--- src/hdl/nfc_map.svh ---
// Constants of the NAND flash host controller: command codes, address and geometry, timing.
// Included by the package and by the controller files.
`ifndef NFC_MAP_SVH
`define NFC_MAP_SVH
`define NFC_CMD_READ1 8'h00
`define NFC_CMD_READ2 8'h30
`define NFC_CMD_CPBK_RD2 8'h35
`define NFC_CMD_READ_ID 8'h90
`define NFC_CMD_RESET 8'hff
`define NFC_CMD_PROG1 8'h80
`define NFC_CMD_PROG2 8'h10
`define NFC_CMD_CACHE2 8'h15
`define NFC_CMD_CPBK_PG1 8'h85
`define NFC_CMD_ERASE1 8'h60
`define NFC_CMD_ERASE2 8'hd0
`define NFC_CMD_RND_OUT1 8'h05
`define NFC_CMD_RND_OUT2 8'he0
`define NFC_CMD_STATUS 8'h70
`define NFC_COL_BITS 12
`define NFC_ROW_BITS 16
`define NFC_PAGES_PER_BLOCK 64
`define NFC_BLOCKS 1024
`define NFC_SPARE_X8 12'h800
`define NFC_SPARE_X16 12'h400
// Strobe low and high phases in ns; cycle counts at 4 ns, rounded up
`define NFC_CLK_NS 4
`define NFC_T_LOW_NS 60
`define NFC_T_HIGH_NS 20
`define NFC_T_LOW_CYC ((`NFC_T_LOW_NS + `NFC_CLK_NS - 1) / `NFC_CLK_NS)
`define NFC_T_HIGH_CYC ((`NFC_T_HIGH_NS + `NFC_CLK_NS - 1) / `NFC_CLK_NS)
`endif

--- src/hdl/nfc_pkg.sv ---
// Types of the NAND flash host controller.
// Assumes nfc_map.svh is on the include path.
`include "nfc_map.svh"
package nfc_pkg;
  // Operations the user may request
  typedef enum logic [3:0] {
    NFC_OP_READ = 4'h0,
    NFC_OP_PROG = 4'h1,
    NFC_OP_CACHE_PROG = 4'h2,
    NFC_OP_ERASE = 4'h3,
    NFC_OP_RESET = 4'h4,
    NFC_OP_STATUS = 4'h5,
    NFC_OP_READ_ID = 4'h6,
    NFC_OP_CPBK_READ = 4'h7,
    NFC_OP_CPBK_PROG = 4'h8,
    NFC_OP_RND_IN = 4'h9,
    NFC_OP_RND_OUT = 4'ha,
    NFC_OP_AUTO_READ = 4'hb
  } nfc_op_t;

  typedef struct packed {
    nfc_op_t op;
    logic [`NFC_COL_BITS-1:0] col;
    logic [`NFC_ROW_BITS-1:0] row;
    logic [15:0] count;
  } nfc_req_t;

  // Pin side of the flash
  typedef struct packed {
    logic chip_sel_n;
    logic cmd_latch;
    logic addr_latch;
    logic write_strobe_n;
    logic read_strobe_n;
    logic write_guard_n;
  } nfc_pins_t;

  // One strobe cycle handed to the strobe engine
  typedef enum logic [1:0] {
    NFC_CYC_CMD = 2'b00,
    NFC_CYC_ADDR = 2'b01,
    NFC_CYC_WDATA = 2'b10,
    NFC_CYC_RDATA = 2'b11
  } nfc_cyc_t;
endpackage : nfc_pkg

--- src/hdl/nfc_strobe.sv ---
// One bus cycle on the flash pins: command, address, write data or read data.
// Assumes a 250 MHz ref_clk; io input is already synchronised by the caller.
`include "nfc_map.svh"
module nfc_strobe #(
  parameter int IO_W = 8,
  parameter int LOW_CYC = `NFC_T_LOW_CYC,
  parameter int HIGH_CYC = `NFC_T_HIGH_CYC
) (
  // Clock and reset
  input wire logic ref_clk,
  input wire logic reset,
  // Cycle request
  input wire logic go,
  input wire nfc_pkg::nfc_cyc_t kind,
  input wire logic [IO_W-1:0] wdata,
  output logic done,
  output logic [IO_W-1:0] rdata,
  // Pins
  output logic cmd_latch,
  output logic addr_latch,
  output logic write_strobe_n,
  output logic read_strobe_n,
  output logic [IO_W-1:0] io_out,
  output logic io_oe_n,
  input wire logic [IO_W-1:0] io_in
);
  initial begin
    if (LOW_CYC < 1 || HIGH_CYC < 1 || LOW_CYC > 255 || HIGH_CYC > 255) begin
      $error("nfc_strobe: phase counts out of range");
    end
  end

  typedef enum logic [1:0] {ST_IDLE = 2'b00, ST_LOW = 2'b01, ST_HIGH = 2'b10} st_t;
  typedef struct packed {
    st_t st;
    logic [7:0] cnt;
    nfc_pkg::nfc_cyc_t kind;
    logic cle;
    logic ale;
    logic we_n;
    logic re_n;
    logic [IO_W-1:0] dout;
    logic oe_n;
    logic [IO_W-1:0] din;
    logic done;
  } s_t;
  s_t s_reg, s_next;

  always_comb begin
    s_next = s_reg;
    s_next.done = 1'b0;
    unique case (s_reg.st)
      ST_IDLE: begin
        if (go) begin
          s_next.st = ST_LOW;
          s_next.cnt = LOW_CYC[7:0];
          s_next.kind = kind;
          s_next.cle = (kind == nfc_pkg::NFC_CYC_CMD);
          s_next.ale = (kind == nfc_pkg::NFC_CYC_ADDR);
          s_next.dout = wdata;
          s_next.oe_n = (kind == nfc_pkg::NFC_CYC_RDATA);
          s_next.we_n = (kind == nfc_pkg::NFC_CYC_RDATA);
          s_next.re_n = (kind != nfc_pkg::NFC_CYC_RDATA);
        end
      end
      ST_LOW: begin
        s_next.cnt = s_reg.cnt - 8'h01;
        if (s_reg.cnt == 8'h01) begin
          // Sample read data just before the read strobe rises
          if (s_reg.kind == nfc_pkg::NFC_CYC_RDATA) s_next.din = io_in;
          s_next.we_n = 1'b1;
          s_next.re_n = 1'b1;
          s_next.st = ST_HIGH;
          s_next.cnt = HIGH_CYC[7:0];
        end
      end
      ST_HIGH: begin
        s_next.cnt = s_reg.cnt - 8'h01;
        if (s_reg.cnt == 8'h01) begin
          s_next.st = ST_IDLE;
          s_next.cle = 1'b0;
          s_next.ale = 1'b0;
          s_next.oe_n = 1'b1;
          s_next.done = 1'b1;
        end
      end
      default: s_next.st = ST_IDLE;
    endcase
  end

  always_ff @(posedge ref_clk or posedge reset) begin
    if (reset) begin
      s_reg <= '{st: ST_IDLE, cnt: 8'h00, kind: nfc_pkg::NFC_CYC_CMD, cle: 1'b0, ale: 1'b0,
                 we_n: 1'b1, re_n: 1'b1, dout: '0, oe_n: 1'b1, din: '0, done: 1'b0};
    end else begin
      s_reg <= s_next;
    end
  end

  assign done = s_reg.done;
  assign rdata = s_reg.din;
  assign cmd_latch = s_reg.cle;
  assign addr_latch = s_reg.ale;
  assign write_strobe_n = s_reg.we_n;
  assign read_strobe_n = s_reg.re_n;
  assign io_out = s_reg.dout;
  assign io_oe_n = s_reg.oe_n;
endmodule : nfc_strobe

--- src/hdl/nfc_host.sv ---
// Host controller for a NAND flash: sequences command, address and data cycles.
// Assumes one flash on the pins; ready/busy is open drain with a pull-up outside.
`include "nfc_map.svh"
module nfc_host #(
  parameter int IO_W = 8
) (
  // Clock and reset
  input wire logic ref_clk,
  input wire logic reset,
  // User request
  input wire logic req_valid,
  output logic req_ready,
  input wire nfc_pkg::nfc_req_t req,
  input wire logic protect,
  // Write data stream
  input wire logic wr_valid,
  output logic wr_ready,
  input wire logic [IO_W-1:0] wr_data,
  // Read data stream
  output logic rd_valid,
  output logic [IO_W-1:0] rd_data,
  output logic op_done,
  // Flash pins
  output nfc_pkg::nfc_pins_t pins,
  output logic [IO_W-1:0] io_out,
  output logic io_oe_n,
  input wire logic [IO_W-1:0] io_in,
  input wire logic ready_busy_n,
  input wire logic auto_read_sel
);
  initial begin
    if (IO_W != 8 && IO_W != 16) $error("nfc_host: IO_W must be 8 or 16");
  end

  typedef enum logic [2:0] {
    PH_IDLE = 3'b000,
    PH_CMD1 = 3'b001,
    PH_ADDR = 3'b010,
    PH_DATA = 3'b011,
    PH_CMD2 = 3'b100,
    PH_WAIT = 3'b101,
    PH_DONE = 3'b110
  } ph_t;

  typedef struct packed {
    ph_t ph;
    nfc_pkg::nfc_req_t r;
    logic [2:0] acnt;
    logic [15:0] dcnt;
    logic busy_wait;
    logic cs_n;
    logic rd_v;
    logic [IO_W-1:0] rd_d;
    logic done;
    logic [2:0] rb_sync;
    logic rb_ok;
  } s_t;
  s_t s_reg, s_next;

  ////////////////////////////////////////////////////////////////////////////
  // Command decode helpers

  function automatic logic [7:0] first_cmd(input nfc_pkg::nfc_op_t op);
    unique case (op)
      nfc_pkg::NFC_OP_READ, nfc_pkg::NFC_OP_CPBK_READ: first_cmd = `NFC_CMD_READ1;
      nfc_pkg::NFC_OP_PROG, nfc_pkg::NFC_OP_CACHE_PROG: first_cmd = `NFC_CMD_PROG1;
      nfc_pkg::NFC_OP_CPBK_PROG, nfc_pkg::NFC_OP_RND_IN: first_cmd = `NFC_CMD_CPBK_PG1;
      nfc_pkg::NFC_OP_ERASE: first_cmd = `NFC_CMD_ERASE1;
      nfc_pkg::NFC_OP_RESET: first_cmd = `NFC_CMD_RESET;
      nfc_pkg::NFC_OP_STATUS: first_cmd = `NFC_CMD_STATUS;
      nfc_pkg::NFC_OP_READ_ID: first_cmd = `NFC_CMD_READ_ID;
      nfc_pkg::NFC_OP_RND_OUT: first_cmd = `NFC_CMD_RND_OUT1;
      default: first_cmd = `NFC_CMD_STATUS;
    endcase
  endfunction : first_cmd

  function automatic logic [7:0] second_cmd(input nfc_pkg::nfc_op_t op);
    unique case (op)
      nfc_pkg::NFC_OP_READ: second_cmd = `NFC_CMD_READ2;
      nfc_pkg::NFC_OP_CPBK_READ: second_cmd = `NFC_CMD_CPBK_RD2;
      nfc_pkg::NFC_OP_PROG, nfc_pkg::NFC_OP_CPBK_PROG: second_cmd = `NFC_CMD_PROG2;
      nfc_pkg::NFC_OP_CACHE_PROG: second_cmd = `NFC_CMD_CACHE2;
      nfc_pkg::NFC_OP_ERASE: second_cmd = `NFC_CMD_ERASE2;
      nfc_pkg::NFC_OP_RND_OUT: second_cmd = `NFC_CMD_RND_OUT2;
      default: second_cmd = 8'h00;
    endcase
  endfunction : second_cmd

  // Address cycles per operation; random moves send only the column
  function automatic logic [2:0] addr_cycles(input nfc_pkg::nfc_op_t op);
    unique case (op)
      nfc_pkg::NFC_OP_READ, nfc_pkg::NFC_OP_CPBK_READ, nfc_pkg::NFC_OP_PROG,
      nfc_pkg::NFC_OP_CACHE_PROG, nfc_pkg::NFC_OP_CPBK_PROG: addr_cycles = 3'd4;
      nfc_pkg::NFC_OP_ERASE: addr_cycles = 3'd2;
      nfc_pkg::NFC_OP_RND_IN, nfc_pkg::NFC_OP_RND_OUT: addr_cycles = 3'd2;
      nfc_pkg::NFC_OP_READ_ID: addr_cycles = 3'd1;
      default: addr_cycles = 3'd0;
    endcase
  endfunction : addr_cycles

  function automatic logic has_second(input nfc_pkg::nfc_op_t op);
    has_second = (second_cmd(op) != 8'h00);
  endfunction : has_second

  function automatic logic writes_data(input nfc_pkg::nfc_op_t op);
    writes_data = (op == nfc_pkg::NFC_OP_PROG) || (op == nfc_pkg::NFC_OP_CACHE_PROG) ||
                  (op == nfc_pkg::NFC_OP_RND_IN);
  endfunction : writes_data

  // Ops whose execute byte makes the flash go busy
  function automatic logic waits_ready(input nfc_pkg::nfc_op_t op);
    waits_ready = (op == nfc_pkg::NFC_OP_READ) || (op == nfc_pkg::NFC_OP_CPBK_READ) ||
                  (op == nfc_pkg::NFC_OP_PROG) || (op == nfc_pkg::NFC_OP_CACHE_PROG) ||
                  (op == nfc_pkg::NFC_OP_CPBK_PROG) || (op == nfc_pkg::NFC_OP_ERASE) ||
                  (op == nfc_pkg::NFC_OP_RESET);
  endfunction : waits_ready

  // Address byte n; x8 and x16 split column and row differently
  function automatic logic [7:0] addr_byte(input nfc_pkg::nfc_req_t r, input logic [2:0] n);
    logic [27:0] a;
    a = '0;
    if (IO_W == 8) a = {r.row, r.col};
    else a = {1'b0, r.row, r.col[10:0]};
    if (r.op == nfc_pkg::NFC_OP_ERASE) n = n + 3'd2;
    unique case (n)
      3'd0: addr_byte = a[7:0];
      3'd1: addr_byte = (IO_W == 8) ? {4'h0, a[11:8]} : {5'h00, a[10:8]};
      3'd2: addr_byte = (IO_W == 8) ? a[19:12] : a[18:11];
      3'd3: addr_byte = (IO_W == 8) ? a[27:20] : a[26:19];
      default: addr_byte = 8'h00;
    endcase
  endfunction : addr_byte

  ////////////////////////////////////////////////////////////////////////////
  // Strobe engine

  logic st_go, st_done;
  nfc_pkg::nfc_cyc_t st_kind;
  logic [IO_W-1:0] st_wdata, st_rdata;
  logic cle_w, ale_w, we_w, re_w;

  nfc_strobe #(.IO_W(IO_W)) u_strobe (
    .ref_clk(ref_clk),
    .reset(reset),
    .go(st_go),
    .kind(st_kind),
    .wdata(st_wdata),
    .done(st_done),
    .rdata(st_rdata),
    .cmd_latch(cle_w),
    .addr_latch(ale_w),
    .write_strobe_n(we_w),
    .read_strobe_n(re_w),
    .io_out(io_out),
    .io_oe_n(io_oe_n),
    .io_in(io_in)
  );

  logic pending;
  logic stream_in, stream_out;
  assign stream_in = writes_data(s_reg.r.op);
  assign stream_out = (s_reg.r.op == nfc_pkg::NFC_OP_READ) ||
                      (s_reg.r.op == nfc_pkg::NFC_OP_RND_OUT) ||
                      (s_reg.r.op == nfc_pkg::NFC_OP_STATUS) ||
                      (s_reg.r.op == nfc_pkg::NFC_OP_READ_ID) ||
                      (s_reg.r.op == nfc_pkg::NFC_OP_AUTO_READ);

  ////////////////////////////////////////////////////////////////////////////
  // Sequencer

  always_comb begin
    s_next = s_reg;
    s_next.done = 1'b0;
    s_next.rd_v = 1'b0;
    st_go = 1'b0;
    st_kind = nfc_pkg::NFC_CYC_CMD;
    st_wdata = '0;
    pending = 1'b0;
    // Three-stage sync of the ready/busy pin; change taken when stages 2 and 3 agree
    s_next.rb_sync = {s_reg.rb_sync[1:0], ready_busy_n};
    if (s_reg.rb_sync[2] == s_reg.rb_sync[1]) s_next.rb_ok = s_reg.rb_sync[2];
    unique case (s_reg.ph)
      PH_IDLE: begin
        // Reset and status may go while busy; anything else waits for ready
        if (req_valid && (s_reg.rb_ok || req.op == nfc_pkg::NFC_OP_RESET ||
            req.op == nfc_pkg::NFC_OP_STATUS)) begin
          s_next.r = req;
          s_next.acnt = 3'd0;
          s_next.busy_wait = 1'b0;
          s_next.dcnt = req.count;
          s_next.cs_n = 1'b0;
          s_next.ph = (req.op == nfc_pkg::NFC_OP_AUTO_READ) ? PH_DATA : PH_CMD1;
        end
      end
      PH_CMD1: begin
        pending = 1'b1;
        st_kind = nfc_pkg::NFC_CYC_CMD;
        st_wdata = IO_W'(first_cmd(s_reg.r.op));
        if (st_done) begin
          s_next.ph = (addr_cycles(s_reg.r.op) != 3'd0) ? PH_ADDR :
                      (s_reg.r.op == nfc_pkg::NFC_OP_RESET) ? PH_WAIT : PH_DATA;
        end
      end
      PH_ADDR: begin
        pending = 1'b1;
        st_kind = nfc_pkg::NFC_CYC_ADDR;
        st_wdata = IO_W'(addr_byte(s_reg.r, s_reg.acnt));
        if (st_done) begin
          s_next.acnt = s_reg.acnt + 3'd1;
          // No surplus address cycles are sent
          if (s_reg.acnt + 3'd1 == addr_cycles(s_reg.r.op)) begin
            if (writes_data(s_reg.r.op)) s_next.ph = PH_DATA;
            else if (has_second(s_reg.r.op)) s_next.ph = PH_CMD2;
            else s_next.ph = PH_DATA;
          end
        end
      end
      PH_DATA: begin
        pending = 1'b1;
        st_kind = stream_in ? nfc_pkg::NFC_CYC_WDATA : nfc_pkg::NFC_CYC_RDATA;
        st_wdata = wr_data;
        if (s_reg.dcnt == 16'h0000) begin
          pending = 1'b0;
          s_next.ph = (has_second(s_reg.r.op) && stream_in) ? PH_CMD2 : PH_DONE;
        end
        if (st_done) begin
          s_next.dcnt = s_reg.dcnt - 16'h0001;
          s_next.rd_v = stream_out;
          s_next.rd_d = st_rdata;
        end
      end
      PH_CMD2: begin
        pending = 1'b1;
        st_kind = nfc_pkg::NFC_CYC_CMD;
        st_wdata = IO_W'(second_cmd(s_reg.r.op));
        if (st_done) begin
          s_next.busy_wait = 1'b0;
          if (waits_ready(s_reg.r.op)) s_next.ph = PH_WAIT;
          else s_next.ph = PH_DATA;
        end
      end
      PH_WAIT: begin
        // Wait to see busy then ready; chip select stays low meanwhile
        if (!s_reg.rb_ok) s_next.busy_wait = 1'b1;
        if (s_reg.busy_wait && s_reg.rb_ok) begin
          s_next.ph = stream_out ? PH_DATA : PH_DONE;
        end
      end
      PH_DONE: begin
        s_next.cs_n = 1'b1;
        s_next.done = 1'b1;
        s_next.ph = PH_IDLE;
      end
      default: s_next.ph = PH_IDLE;
    endcase
    // Only the first go of a cycle counts; engine is idle between cycles
    st_go = pending && io_oe_n && !st_done && we_w && re_w && !cle_w && !ale_w &&
            (st_kind != nfc_pkg::NFC_CYC_WDATA || wr_valid);
  end

  always_ff @(posedge ref_clk or posedge reset) begin
    if (reset) begin
      s_reg <= '{ph: PH_IDLE, r: '0, acnt: 3'd0, dcnt: 16'h0000, busy_wait: 1'b0,
                 cs_n: 1'b1, rd_v: 1'b0, rd_d: '0, done: 1'b0, rb_sync: 3'b000,
                 rb_ok: 1'b0};
    end else begin
      s_reg <= s_next;
    end
  end

  // A write byte is consumed when its strobe cycle starts
  assign wr_ready = st_go && (st_kind == nfc_pkg::NFC_CYC_WDATA);
  assign req_ready = (s_reg.ph == PH_IDLE) && (s_reg.rb_ok ||
                     req.op == nfc_pkg::NFC_OP_RESET || req.op == nfc_pkg::NFC_OP_STATUS);
  assign rd_valid = s_reg.rd_v;
  assign rd_data = s_reg.rd_d;
  assign op_done = s_reg.done;
  assign pins.chip_sel_n = s_reg.cs_n;
  assign pins.cmd_latch = cle_w;
  assign pins.addr_latch = ale_w;
  assign pins.write_strobe_n = we_w;
  assign pins.read_strobe_n = re_w;
  assign pins.write_guard_n = ~protect;
endmodule : nfc_host

--- config.mk ---
export PLATFORM = sky130hd
export DESIGN_NAME = nfc_host
export DESIGN_NICKNAME = d
export VERILOG_FILES = /design/src/hdl/nfc_pkg.sv /design/src/hdl/nfc_strobe.sv /design/src/hdl/nfc_host.sv
export VERILOG_INCLUDE_DIRS = /design/src /design/src/hdl
export SDC_FILE = /design/constraint.sdc
export NUM_CORES = 1
export LEC_CHECK = 0
export ABC_AREA = 1
export BUFFER_PORTS_ARGS = -buffer_cell sky130_fd_sc_hd__buf_2
export CELL_PAD_IN_SITES_DETAIL_PLACEMENT = 1
export CELL_PAD_IN_SITES_GLOBAL_PLACEMENT = 2
export CORE_UTILIZATION = 33
export CTS_BUF_LIST = sky130_fd_sc_hd__clkbuf_8
export DETAILED_ROUTE_END_ITERATION = 10
export PLACE_DENSITY = 0.88
export SLEW_MARGIN = 20
export SYNTH_ARGS = -nofsm -noshare
export SYNTH_HDL_FRONTEND = slang
export SYNTH_HIERARCHICAL = 1
export SYNTH_SLANG_ARGS = --single-unit
--- constraint.sdc ---
create_clock -name ref_clk -period 2.5 [get_ports ref_clk]
set_input_delay 0.125 -clock ref_clk [delete_from_list [all_inputs] [get_ports ref_clk]]
set_output_delay 0.125 -clock ref_clk [all_outputs]
set_load 0.01 [all_outputs]
; ---- Word-level counts from Yosys, hierarchy flattened
; Memories as Yosys holds them, arrays and structs flattened.
; Index checks and enable logic that the tools add are counted.
[word_totals]
register_bits = 120
rom_bits = 224
in_bits = 71
word_cells = 198
memories = 3
[op_classes]
add_sub_neg = 4
eq_ne = 46
mux = 58
bitwise_logic = 1
reduce_logical = 61
[memory_table]
columns = name, depth, word_bits, rd, rd_clocked_by_memory_dff, wr, line_no
row1 = (no name shown), 16, 8, 1, 0, 0, nfc_host.sv:64  ; unique case (op)
row2 = (no name shown), 16, 3, 1, 0, 0, nfc_host.sv:91  ; unique case (op)
row3 = (no name shown), 16, 3, 1, 0, 0, nfc_host.sv:91
[op_table]
columns = op, n
row1 = 2-to-1 mux 72 bit, 1
row2 = one-hot mux 8 bit (4 select lines), 2
row3 = 2-to-1 mux 3 bit, 19
row4 = 2-to-1 mux 8 bit, 6
row5 = one-hot mux 8 bit (6 select lines), 1
row6 = one-hot mux 16 bit (2 select lines), 1
row7 = 2-to-1 mux 25 bit, 1
row8 = equality test 4 x 3 -> 1 bit (second input constant), 6
row9 = one-hot mux 8 bit (3 select lines), 1
row10 = equality test 4 bit (second input constant), 5
row11 = 2-to-1 mux 9 bit, 2
row12 = one-hot mux 3 bit (6 select lines), 1
row13 = AND reduction 3 bit, 6
row14 = zero test 16 bit, 1
row15 = 2-to-1 mux 16 bit, 1
row16 = != test 2 bit (second input constant), 8
row17 = nonzero test 8 bit, 2
row18 = subtractor 16 x 1 -> 16 bit (second input constant), 1
row19 = logical OR 1 bit, 15
row20 = equality test 3 x 2 -> 1 bit (second input constant), 4
row21 = logical AND 1 bit, 12
row22 = != test 2 x 1 -> 1 bit (second input constant), 6
row23 = one-hot mux 2 bit (2 select lines), 3
row24 = 2-to-1 mux 10 bit, 1
row25 = other kinds (30), 64

; ---- Longest topological paths before layout
; Gate-level depths: netlist of run 1.
[depth]
depth_word = 13
depth_mapped = 15
ltp_nobuf = 15

; ---- By module
; Netlist of run 1, hierarchy kept.
[modules_own_cells]
columns = module, instances, cells_per_inst, area_per_inst_um2, seq_area_each_um2
row1 = nfc_host, 1, 645, 4493.1, 1752.9
row2 = nfc_strobe, 1, 240, 1846.8, 854.6

; ---- Worst setup path before layout of run 1
; OpenSTA, ideal clock, no wires.
[synth_timing]
path_kind = flip-flop to flip-flop
start = register s_reg[79] (netlist bit)
end = register u_strobe.s_reg (netlist bit u_strobe/read_strobe_n)
setup_time_ps = 60
t_arrival_ps = 1923
slack_ps = 517
path_stages_with_launch = 15
synth_period_minus_slack_ps = 1983
cell_sequence = dfrtp_1 inv_1 ha_1 inv_1 o21ai_1 nand2_1 o21ai_0 inv_1 nand2_1 inv_1 nand2_1 clkinv_1 nand2_1 nand3_1 nand2_1
[synth_via]
elab_chain_cells = 10
[synth_lines]
columns = element, line_no
row1 = from (decl), nfc_host.sv:58  ; s_t s_reg, s_next;
row2 = from (signal assigned), nfc_host.sv:263  ; s_reg <= '{ph: PH_IDLE, r: '0, acnt: 3'd0, dcnt: 16'h0000, busy_wait: 1'b0,
row3 = from (signal assigned), nfc_host.sv:267  ; s_reg <= s_next;
row4 = equality test 4 x 1 -> 1 bit or equality test 4 x 2 -> 1 bit (tied branches), nfc_host.sv:106  ; writes_data = (op == nfc_pkg::NFC_OP_PROG) || (op == nfc_pkg::NFC_OP_CACHE_PROG) ||
row5 = logical OR 1 bit, nfc_host.sv:106
row6 = logical OR 1 bit *, nfc_host.sv:106
row7 = 2-to-1 mux 1 bit *, nfc_host.sv:220  ; st_kind = stream_in ? nfc_pkg::NFC_CYC_WDATA : nfc_pkg::NFC_CYC_RDATA;
row8 = one-hot mux 2 bit (2 select lines) *, nfc_host.sv:182  ; unique case (s_reg.ph)
row9 = != test 2 bit *, nfc_host.sv:258  ; (st_kind != nfc_pkg::NFC_CYC_WDATA || wr_valid);
row10 = logical OR 1 bit *, nfc_host.sv:258
row11 = logical AND 1 bit *, nfc_host.sv:257  ; st_go = pending && io_oe_n && !st_done && we_w && re_w && !cle_w && !ale_w &&
row12 = via st_go, nfc_host.sv:137  ; logic st_go, st_done;
row13 = != test 2 bit (no line) *, --
row14 = AND reduction 3 bit (no line) *, --
row15 = to (signal assigned), nfc_strobe.sv:93  ; s_reg <= '{st: ST_IDLE, cnt: 8'h00, kind: nfc_pkg::NFC_CYC_CMD, cle: 1'b0, ale: 1'b0,
row16 = to (signal assigned), nfc_strobe.sv:96  ; s_reg <= s_next;
row17 = to (decl), nfc_strobe.sv:47  ; s_t s_reg, s_next;
; The timed path passes the listed nets; every way through them passes the cells marked *. The select of a mux whose other input is x is not followed.
; A chain may end at the register's enable or synchronous reset.

; ---- Worst setup path after layout of run 1
[layout_timing]
start = register s_reg[79] (netlist bit)
end = register u_strobe/s_reg[26] (netlist bit)
[layout_via]
elab_chain_cells = 10
[layout_lines]
columns = element, line_no
row1 = equality test 4 x 1 -> 1 bit or equality test 4 x 2 -> 1 bit (tied branches), nfc_host.sv:106
row2 = logical OR 1 bit, nfc_host.sv:106
row3 = logical OR 1 bit *, nfc_host.sv:106
row4 = 2-to-1 mux 1 bit *, nfc_host.sv:220
row5 = one-hot mux 2 bit (2 select lines) *, nfc_host.sv:182
row6 = != test 2 bit *, nfc_host.sv:258
row7 = logical OR 1 bit *, nfc_host.sv:258
row8 = logical AND 1 bit *, nfc_host.sv:257
row9 = via st_go, nfc_host.sv:137
row10 = != test 2 bit (no line) *, --
row11 = AND reduction 2 bit (no line) *, --
; The timed path passes the listed nets; every way through them passes the cells marked *.

==> flow_summary.toml, run 1 <==
[floorplan]
io_pins = 98
die_x_um = 141
num_rows = 50
die_area_um2 = 19800
start_util_pct = 33.8
core_area_um2 = 18800
die_h_um = 141

[run_status]
status = "finished clean"

[grt]
antenna_found_initial = 0
grt_usage_pct = 19.9
grt_start_max_net_pins = 35
grt_pass1_vias = 6278
overflow = 0
grt_pass1_wl_um = 31000

[synth]
syn_nets = 970
ys_warn_count = 6
syn_area_um2 = 6340
yosysSeqAreaShare_pct = 41.1
synth_edf_count = 0
netlist_instances = 885
ys_ff_latch = 104
syn_area_per_cell_um2 = 7.16
synth-main-ff-cell = "dfrtp_1"
yosysUniqueCellTypes = 41
synth-async-reset-ratio_pct = 100

[critical_path]
cp_data_required_time_ns = 2.80
rr_endpoint = "u_strobe/s_reg[26]"
startpoint_type = "flip-flop"
critical_path_class = "flip-flop to flip-flop"
r2r_cells = 15
endpoint_kind = "flip-flop"
worstSetupStartpoint = "s_reg[79]"
crit_arrival_ns = 2.52
cp_cell_sequence = "inv_1, ha_1, inv_1, o21ai_2, nand2_1, o21ai_0, inv_1, nand2_1, inv_1, nand2_2, o21ai_2, inv_1, nand2_1, nand2_1, inv_1"
r2r_slack_ns = 0.28
r2r-start = "s_reg[79]"
slowest_stage = "dfrtp_1"
cp_common_cell = "inv_1"
cp_max_fo = 6
cpPeakStageDelay_ns = 0.46

[final_layout]
largest_reg_flops = 57
layout-drive-gt1-share_pct = 18.2
antenna_cells = 0
design_area_um2 = 7540
layout.nets = 1088
area_growth_pct = 18.9

[power_and_ir_drop]
leakage_nw = 4.05
ir_drop_mv = 0.285
power_density_nw_per_um2 = 810
p_total_mw = 6.11

[clock_tree]
cts_buffer_depth = 2
numCtsBuffers = 9
cts_tree = "built"
clockRootBuffer = "clkbuf_8"
worst_skew_pair.late_latency_ns = 0.40
cts_max_level = 3
clk_pin_slew_worst_paths_ns = 0.11
cts_sinks = 104

[timing]
slew_headroom_pct = 58.7
fin_crit_sh_pct = 89.0
tightest_slew_ns = 0.617
fmax_mhz = 449
finalWorstSetupSlack_ns = 0.275
fin_tns_setup_ns = 0
drv_slew = 0
finClkSkew_ns = 0.0136
rsz0062_at_grt = "false"
finalHoldViolations = 0
setup_violations = 0
min_period_ns = 2.22

[place]
post-place-ws_ns = 0.0657
place_area_um2 = 6880
hpwlAfterDp_um = 13600
portBuffers = 96
gp_congestion = 0.824

[routing]
dr.pass1.iters = 4
wl_per_cell_um = 14.9
vias = 6004
wl_um = 18500
viasPerCell = 4.83
drt_iter0_drc = 202
drc = 0
ant_nets = 0

[worst_hold_path]
min_to = "s_reg[82]"
hold_depth = 3
holdCritStartpoint = "req[47]"
hp-class = "input pin to flip-flop"

[run]
cap_violations = 0
[worst max-delay path, delay by kind of cell (launching register included)]
kind,cells,cell delay (ns)
adders and majority gates,1,0.18
buffers and inverters,6,0.56
AOI/OAI and AO/OA,3,0.47
and+or+nand+nor,5,0.45
DFF,1,0.46
[worst max path at each step]
| stage | to | cells past startpoint | slack, ns |
|---|---|---|---|
| finish | u_strobe/s_reg[26] | 15 | 0.28 |
| floorplan | u_strobe/read_strobe_n | 14 | 0.52 |
| global placement | u_strobe/write_strobe_n | 14 | 0.15 |
| CTS | u_strobe/read_strobe_n | 14 | 0.02 |
| detailed placement | u_strobe/read_strobe_n | 14 | 0.07 |
| global route | u_strobe/write_strobe_n | 14 | 0.03 |
[area by class of cell]
cell class / instances / area, um^2
Timing Repair Buffer: 157 / 1060
Clock buffer: 9 / 124
Multi-Input combinational cell: 649 / 3070
Sequential cell: 104 / 2610
Clock inverter: 7 / 66.3
Fill cell: 2454 / 11200
Inverter: 82 / 319
Tap cell: 234 / 293
[metrics by stage]
step,util (%),instances,hold slack (ns)
after floorplan,-,885,0.156
after global placement,36.7,1180,0.126
after detailed placement,36.7,1180,0.126
after CTS,39.9,1238,0.00126
after global routing,40.2,1242,0.00886
final,40.2,1242,0.0227
[what timing repair did]
item | in CTS | in global routing
setup buffers | 0 | 4
gates resized for setup | 0 | 5
hold buffers | 42 | 0
hold endpoints to repair | 84 | 0
endpoints found under the setup margin | 0 | 16
[cell families after synthesis]
logic type | share of synthesized area [%]
AND/OR/NAND/NOR | 37.5
XOR/XNOR | 0.829
buffers and inverters | 10.6
adder cells (fa/ha/maj) | 2.92
AO/OA/AOI/OAI | 7.05
flip-flops | 41.1
[synthesized netlist by cell type (9+ instances only)]
cell type / n / share of area, %
a21oi_1: 28 / 2.2
buf_2: 10 / 0.79
dfrtp_1: 100 / 39
nand4_1: 9 / 0.89
nand2_1: 353 / 21
o21ai_0: 25 / 2.0
buf_4: 34 / 4.0
ha_1: 14 / 2.8
inv_1: 67 / 4.0
inv_2: 12 / 0.71
nand3_1: 86 / 6.8
o21ai_1: 12 / 0.95
nor2_1: 61 / 3.6
[report_power, final]
part / switching (mW) / total, mW / internal (mW)
Sequential: 0.329 / 2.42 / 2.09
Clock: 0.684 / 1.07 / 0.383
Combinational: 1.71 / 2.62 / 0.910
[layout by cell type, fill, tap and decap left out, drive strengths merged, types with 7 or more instances in the layout]
cell and count:
o21ai 41, buf 115, nor2 68, clkbuf 9, nand4 9, ha 14
nor3 7, inv 83, dlygate4sd3 42, nand3 90, a21oi 28, dfrtp 100
nand2 364
[per-layer routing]
layer	global-route usage [%]	part of all wire, %	up-vias
met5	0	0	-
met4	6.81	1.9	0
met3	3.02	2.5	25
met2	35.5	50	87
met1	24.6	45	2877
li1	-	-	3015
(Power assumes the default switching activity.)
==> run 2: changes to the inputs <==
CORE_ASPECT_RATIO = 0.7   (was not set)
GPL_TIMING_DRIVEN = 0   (was not set)
SKIP_LAST_GASP = 1   (was not set)
==> run 2 against run 1 <==
Compared with the run above: critical path type unchanged; cell area up 4.1%; via count up 1.4%; power up 2.1%; clock skew up 0.0019 ns; die area about the same; maximum frequency down 0.84%; global-route usage up 0.95 points; count of clock-buffer cells in the layout up 2; sequential power about the same; cell count up 3.5%; hold slack better by 0.033 ns; core utilization up 1.4 points.
==> flow_summary.toml, run 2 (same netlist as run 1, synthesis figures left out) <==
[timing]
fmax_mhz = 446
fin_tns_setup_ns = 0
fin_crit_sh_pct = 89.8
setup_violations = 0
rsz0062_at_grt = "true"
drv_slew = 0
slew_headroom_pct = 50.8
tightest_slew_ns = 0.736
finClkSkew_ns = 0.0155
min_period_ns = 2.24
finalHoldViolations = 0

[grt]
grt_pass1_wl_um = 32500
grt_usage_pct = 20.9
grt_start_max_net_pins = 54
grt_pass1_vias = 6200
antenna_found_initial = 0
overflow = 0

[run]
cap_violations = 0

[final_layout]
final_common_cell = "nand2_1"
nFillCells = 2435
utilization_pct = 41.6
layout-drive-gt1-share_pct = 21.1
finalNonFillerCells = 1285
design_area_um2 = 7850
largest_reg_flops = 57
final_cell_mix = "352 x nand2_1, 106 x buf_2, 98 x dfrtp_1"
area_growth_pct = 23.8
layout.nets = 1123
antenna_cells = 0

[routing]
met1_length_um = 10000
wl_um = 19400
wl_per_cell_um = 15.1
route.met2.wl_um = 8450
ant_nets = 0
dr.pass1.iters = 4
drt_iter0_drc = 350
wl_met3_um = 716
top_layer = "met4"
vias = 6090
viasPerCell = 4.74
drc = 0

[floorplan]
die_h_um = 118
die_x_um = 168
core_area_um2 = 18900
start_util_pct = 33.6
die_area_um2 = 19800
io_pins = 98
num_rows = 42

[power_and_ir_drop]
ir_drop_mv = 0.288
power_density_nw_per_um2 = 795
leakage_nw = 4.23

[critical_path]
worstSetupStartpoint = "s_reg[79]"
worstSetupEndpoint = "u_strobe/read_strobe_n"
cp_data_required_time_ns = 2.83
cp_max_fo = 10
startpoint_type = "flip-flop"
r2r-start = "s_reg[79]"
r2r_cells = 14
critical_path_class = "flip-flop to flip-flop"
r2r_slack_ns = 0.26
rr_endpoint = "u_strobe/read_strobe_n"
crit_arrival_ns = 2.57
endpoint_kind = "flip-flop"

[clock_tree]
cts_buffer_depth = 2
numCtsBuffers = 9
worst_skew_pair.late_latency_ns = 0.39
cts_sinks = 104
cts_tree = "built"
clk_pin_slew_worst_paths_ns = 0.11
cts_max_level = 3
clockRootBuffer = "clkbuf_8"

[place]
dp.cells = 1225
place_area_um2 = 7180
gp_congestion = 0.839
portBuffers = 96
hpwlAfterDp_um = 14600

[run_status]
status = "finished clean"

[worst_hold_path]
holdCritStartpoint = "wr_data[0]"
hp-class = "input pin to flip-flop"
run 2: cell count changes in the layout (fill, tap and decap cells not counted), moves of 3 or more:
cell / previous run / this run
inv_2: 13 / 16
inv_1: 66 / 62
buf_2: 96 / 106
buf_4: 18 / 34
run 2: report_power, final:
part           switching (mW)  leakage (nW)  internal [mW]
clock network           0.665        0.0985          0.434
registers               0.311          1.29           2.09
logic                    1.79          2.84          0.945
run 2: worst min path at each step:
stage                         end  cells past startpoint
6_report       u_strobe/io_out[0]                      5
4_1_cts                 s_reg[25]                      5
3_3_place_gp            s_next[2]                      1
2_1_floorplan           s_next[2]                      0
5_1_grt        u_strobe/io_out[1]                      5
3_5_place_dp            s_reg[73]                      2
run 2: critical path, stage by stage (launching register included):
cell,delay (ns)
dfrtp_2,0.46
inv_2,0.10
ha_1,0.17
inv_1,0.08
o21ai_4,0.23
nand2_1,0.11
o21ai_0,0.16
inv_1,0.06
nand2_1,0.09
inv_1,0.12
nand2_2,0.15
clkinv_2,0.17
nand2_1,0.12
nand3_1,0.09
nand2_1,0.08
run 2: cell type report:
class / count / area, um^2 / share of cell area, %
multi-input combinational: 649 / 3090 / 39.3
clock buffer: 11 / 151 / 1.93
tap: 242 / 303 / 3.86
timing repair buffer: 142 / 976 / 12.4
buffer: 50 / 355 / 4.53
sequential: 104 / 2610 / 33.3
clock inverter: 5 / 45.0 / 0.574
inverter: 82 / 319 / 4.07
run 2: per-layer routing:
| layer | vias up | GRT usage (%) |
|---|---|---|
| li1 | 3095 | - |
| met1 | 2907 | 30.8 |
| met2 | 75 | 31.6 |
| met3 | 13 | 4.47 |
| met4 | 0 | 3.27 |
| met5 | - | 0 |
run 2: per-stage QoR:
| step | hold WS (ns) | power (mW) | setup WS, ns |
|---|---|---|---|
| 5_1_grt | 0.0620 | 6.80 | -0.0263 |
| 4_1_cts | 0.0445 | 6.28 | 0.0371 |
| 6_report | 0.0559 | 6.24 | 0.256 |
| 3_5_place_dp | 0.107 | 5.09 | -0.214 |
| 3_3_place_gp | 0.239 | 5.00 | -0.501 |
| 2_1_floorplan | 0.156 | 4.30 | 0.517 |
run 2: timing repair:
item                                    CTS  global route
setup buffers                             0             0
gates resized for setup                   4             9
hold buffers                             44             0
endpoints found under the hold margin    93             0
endpoints found under the setup margin   18            23
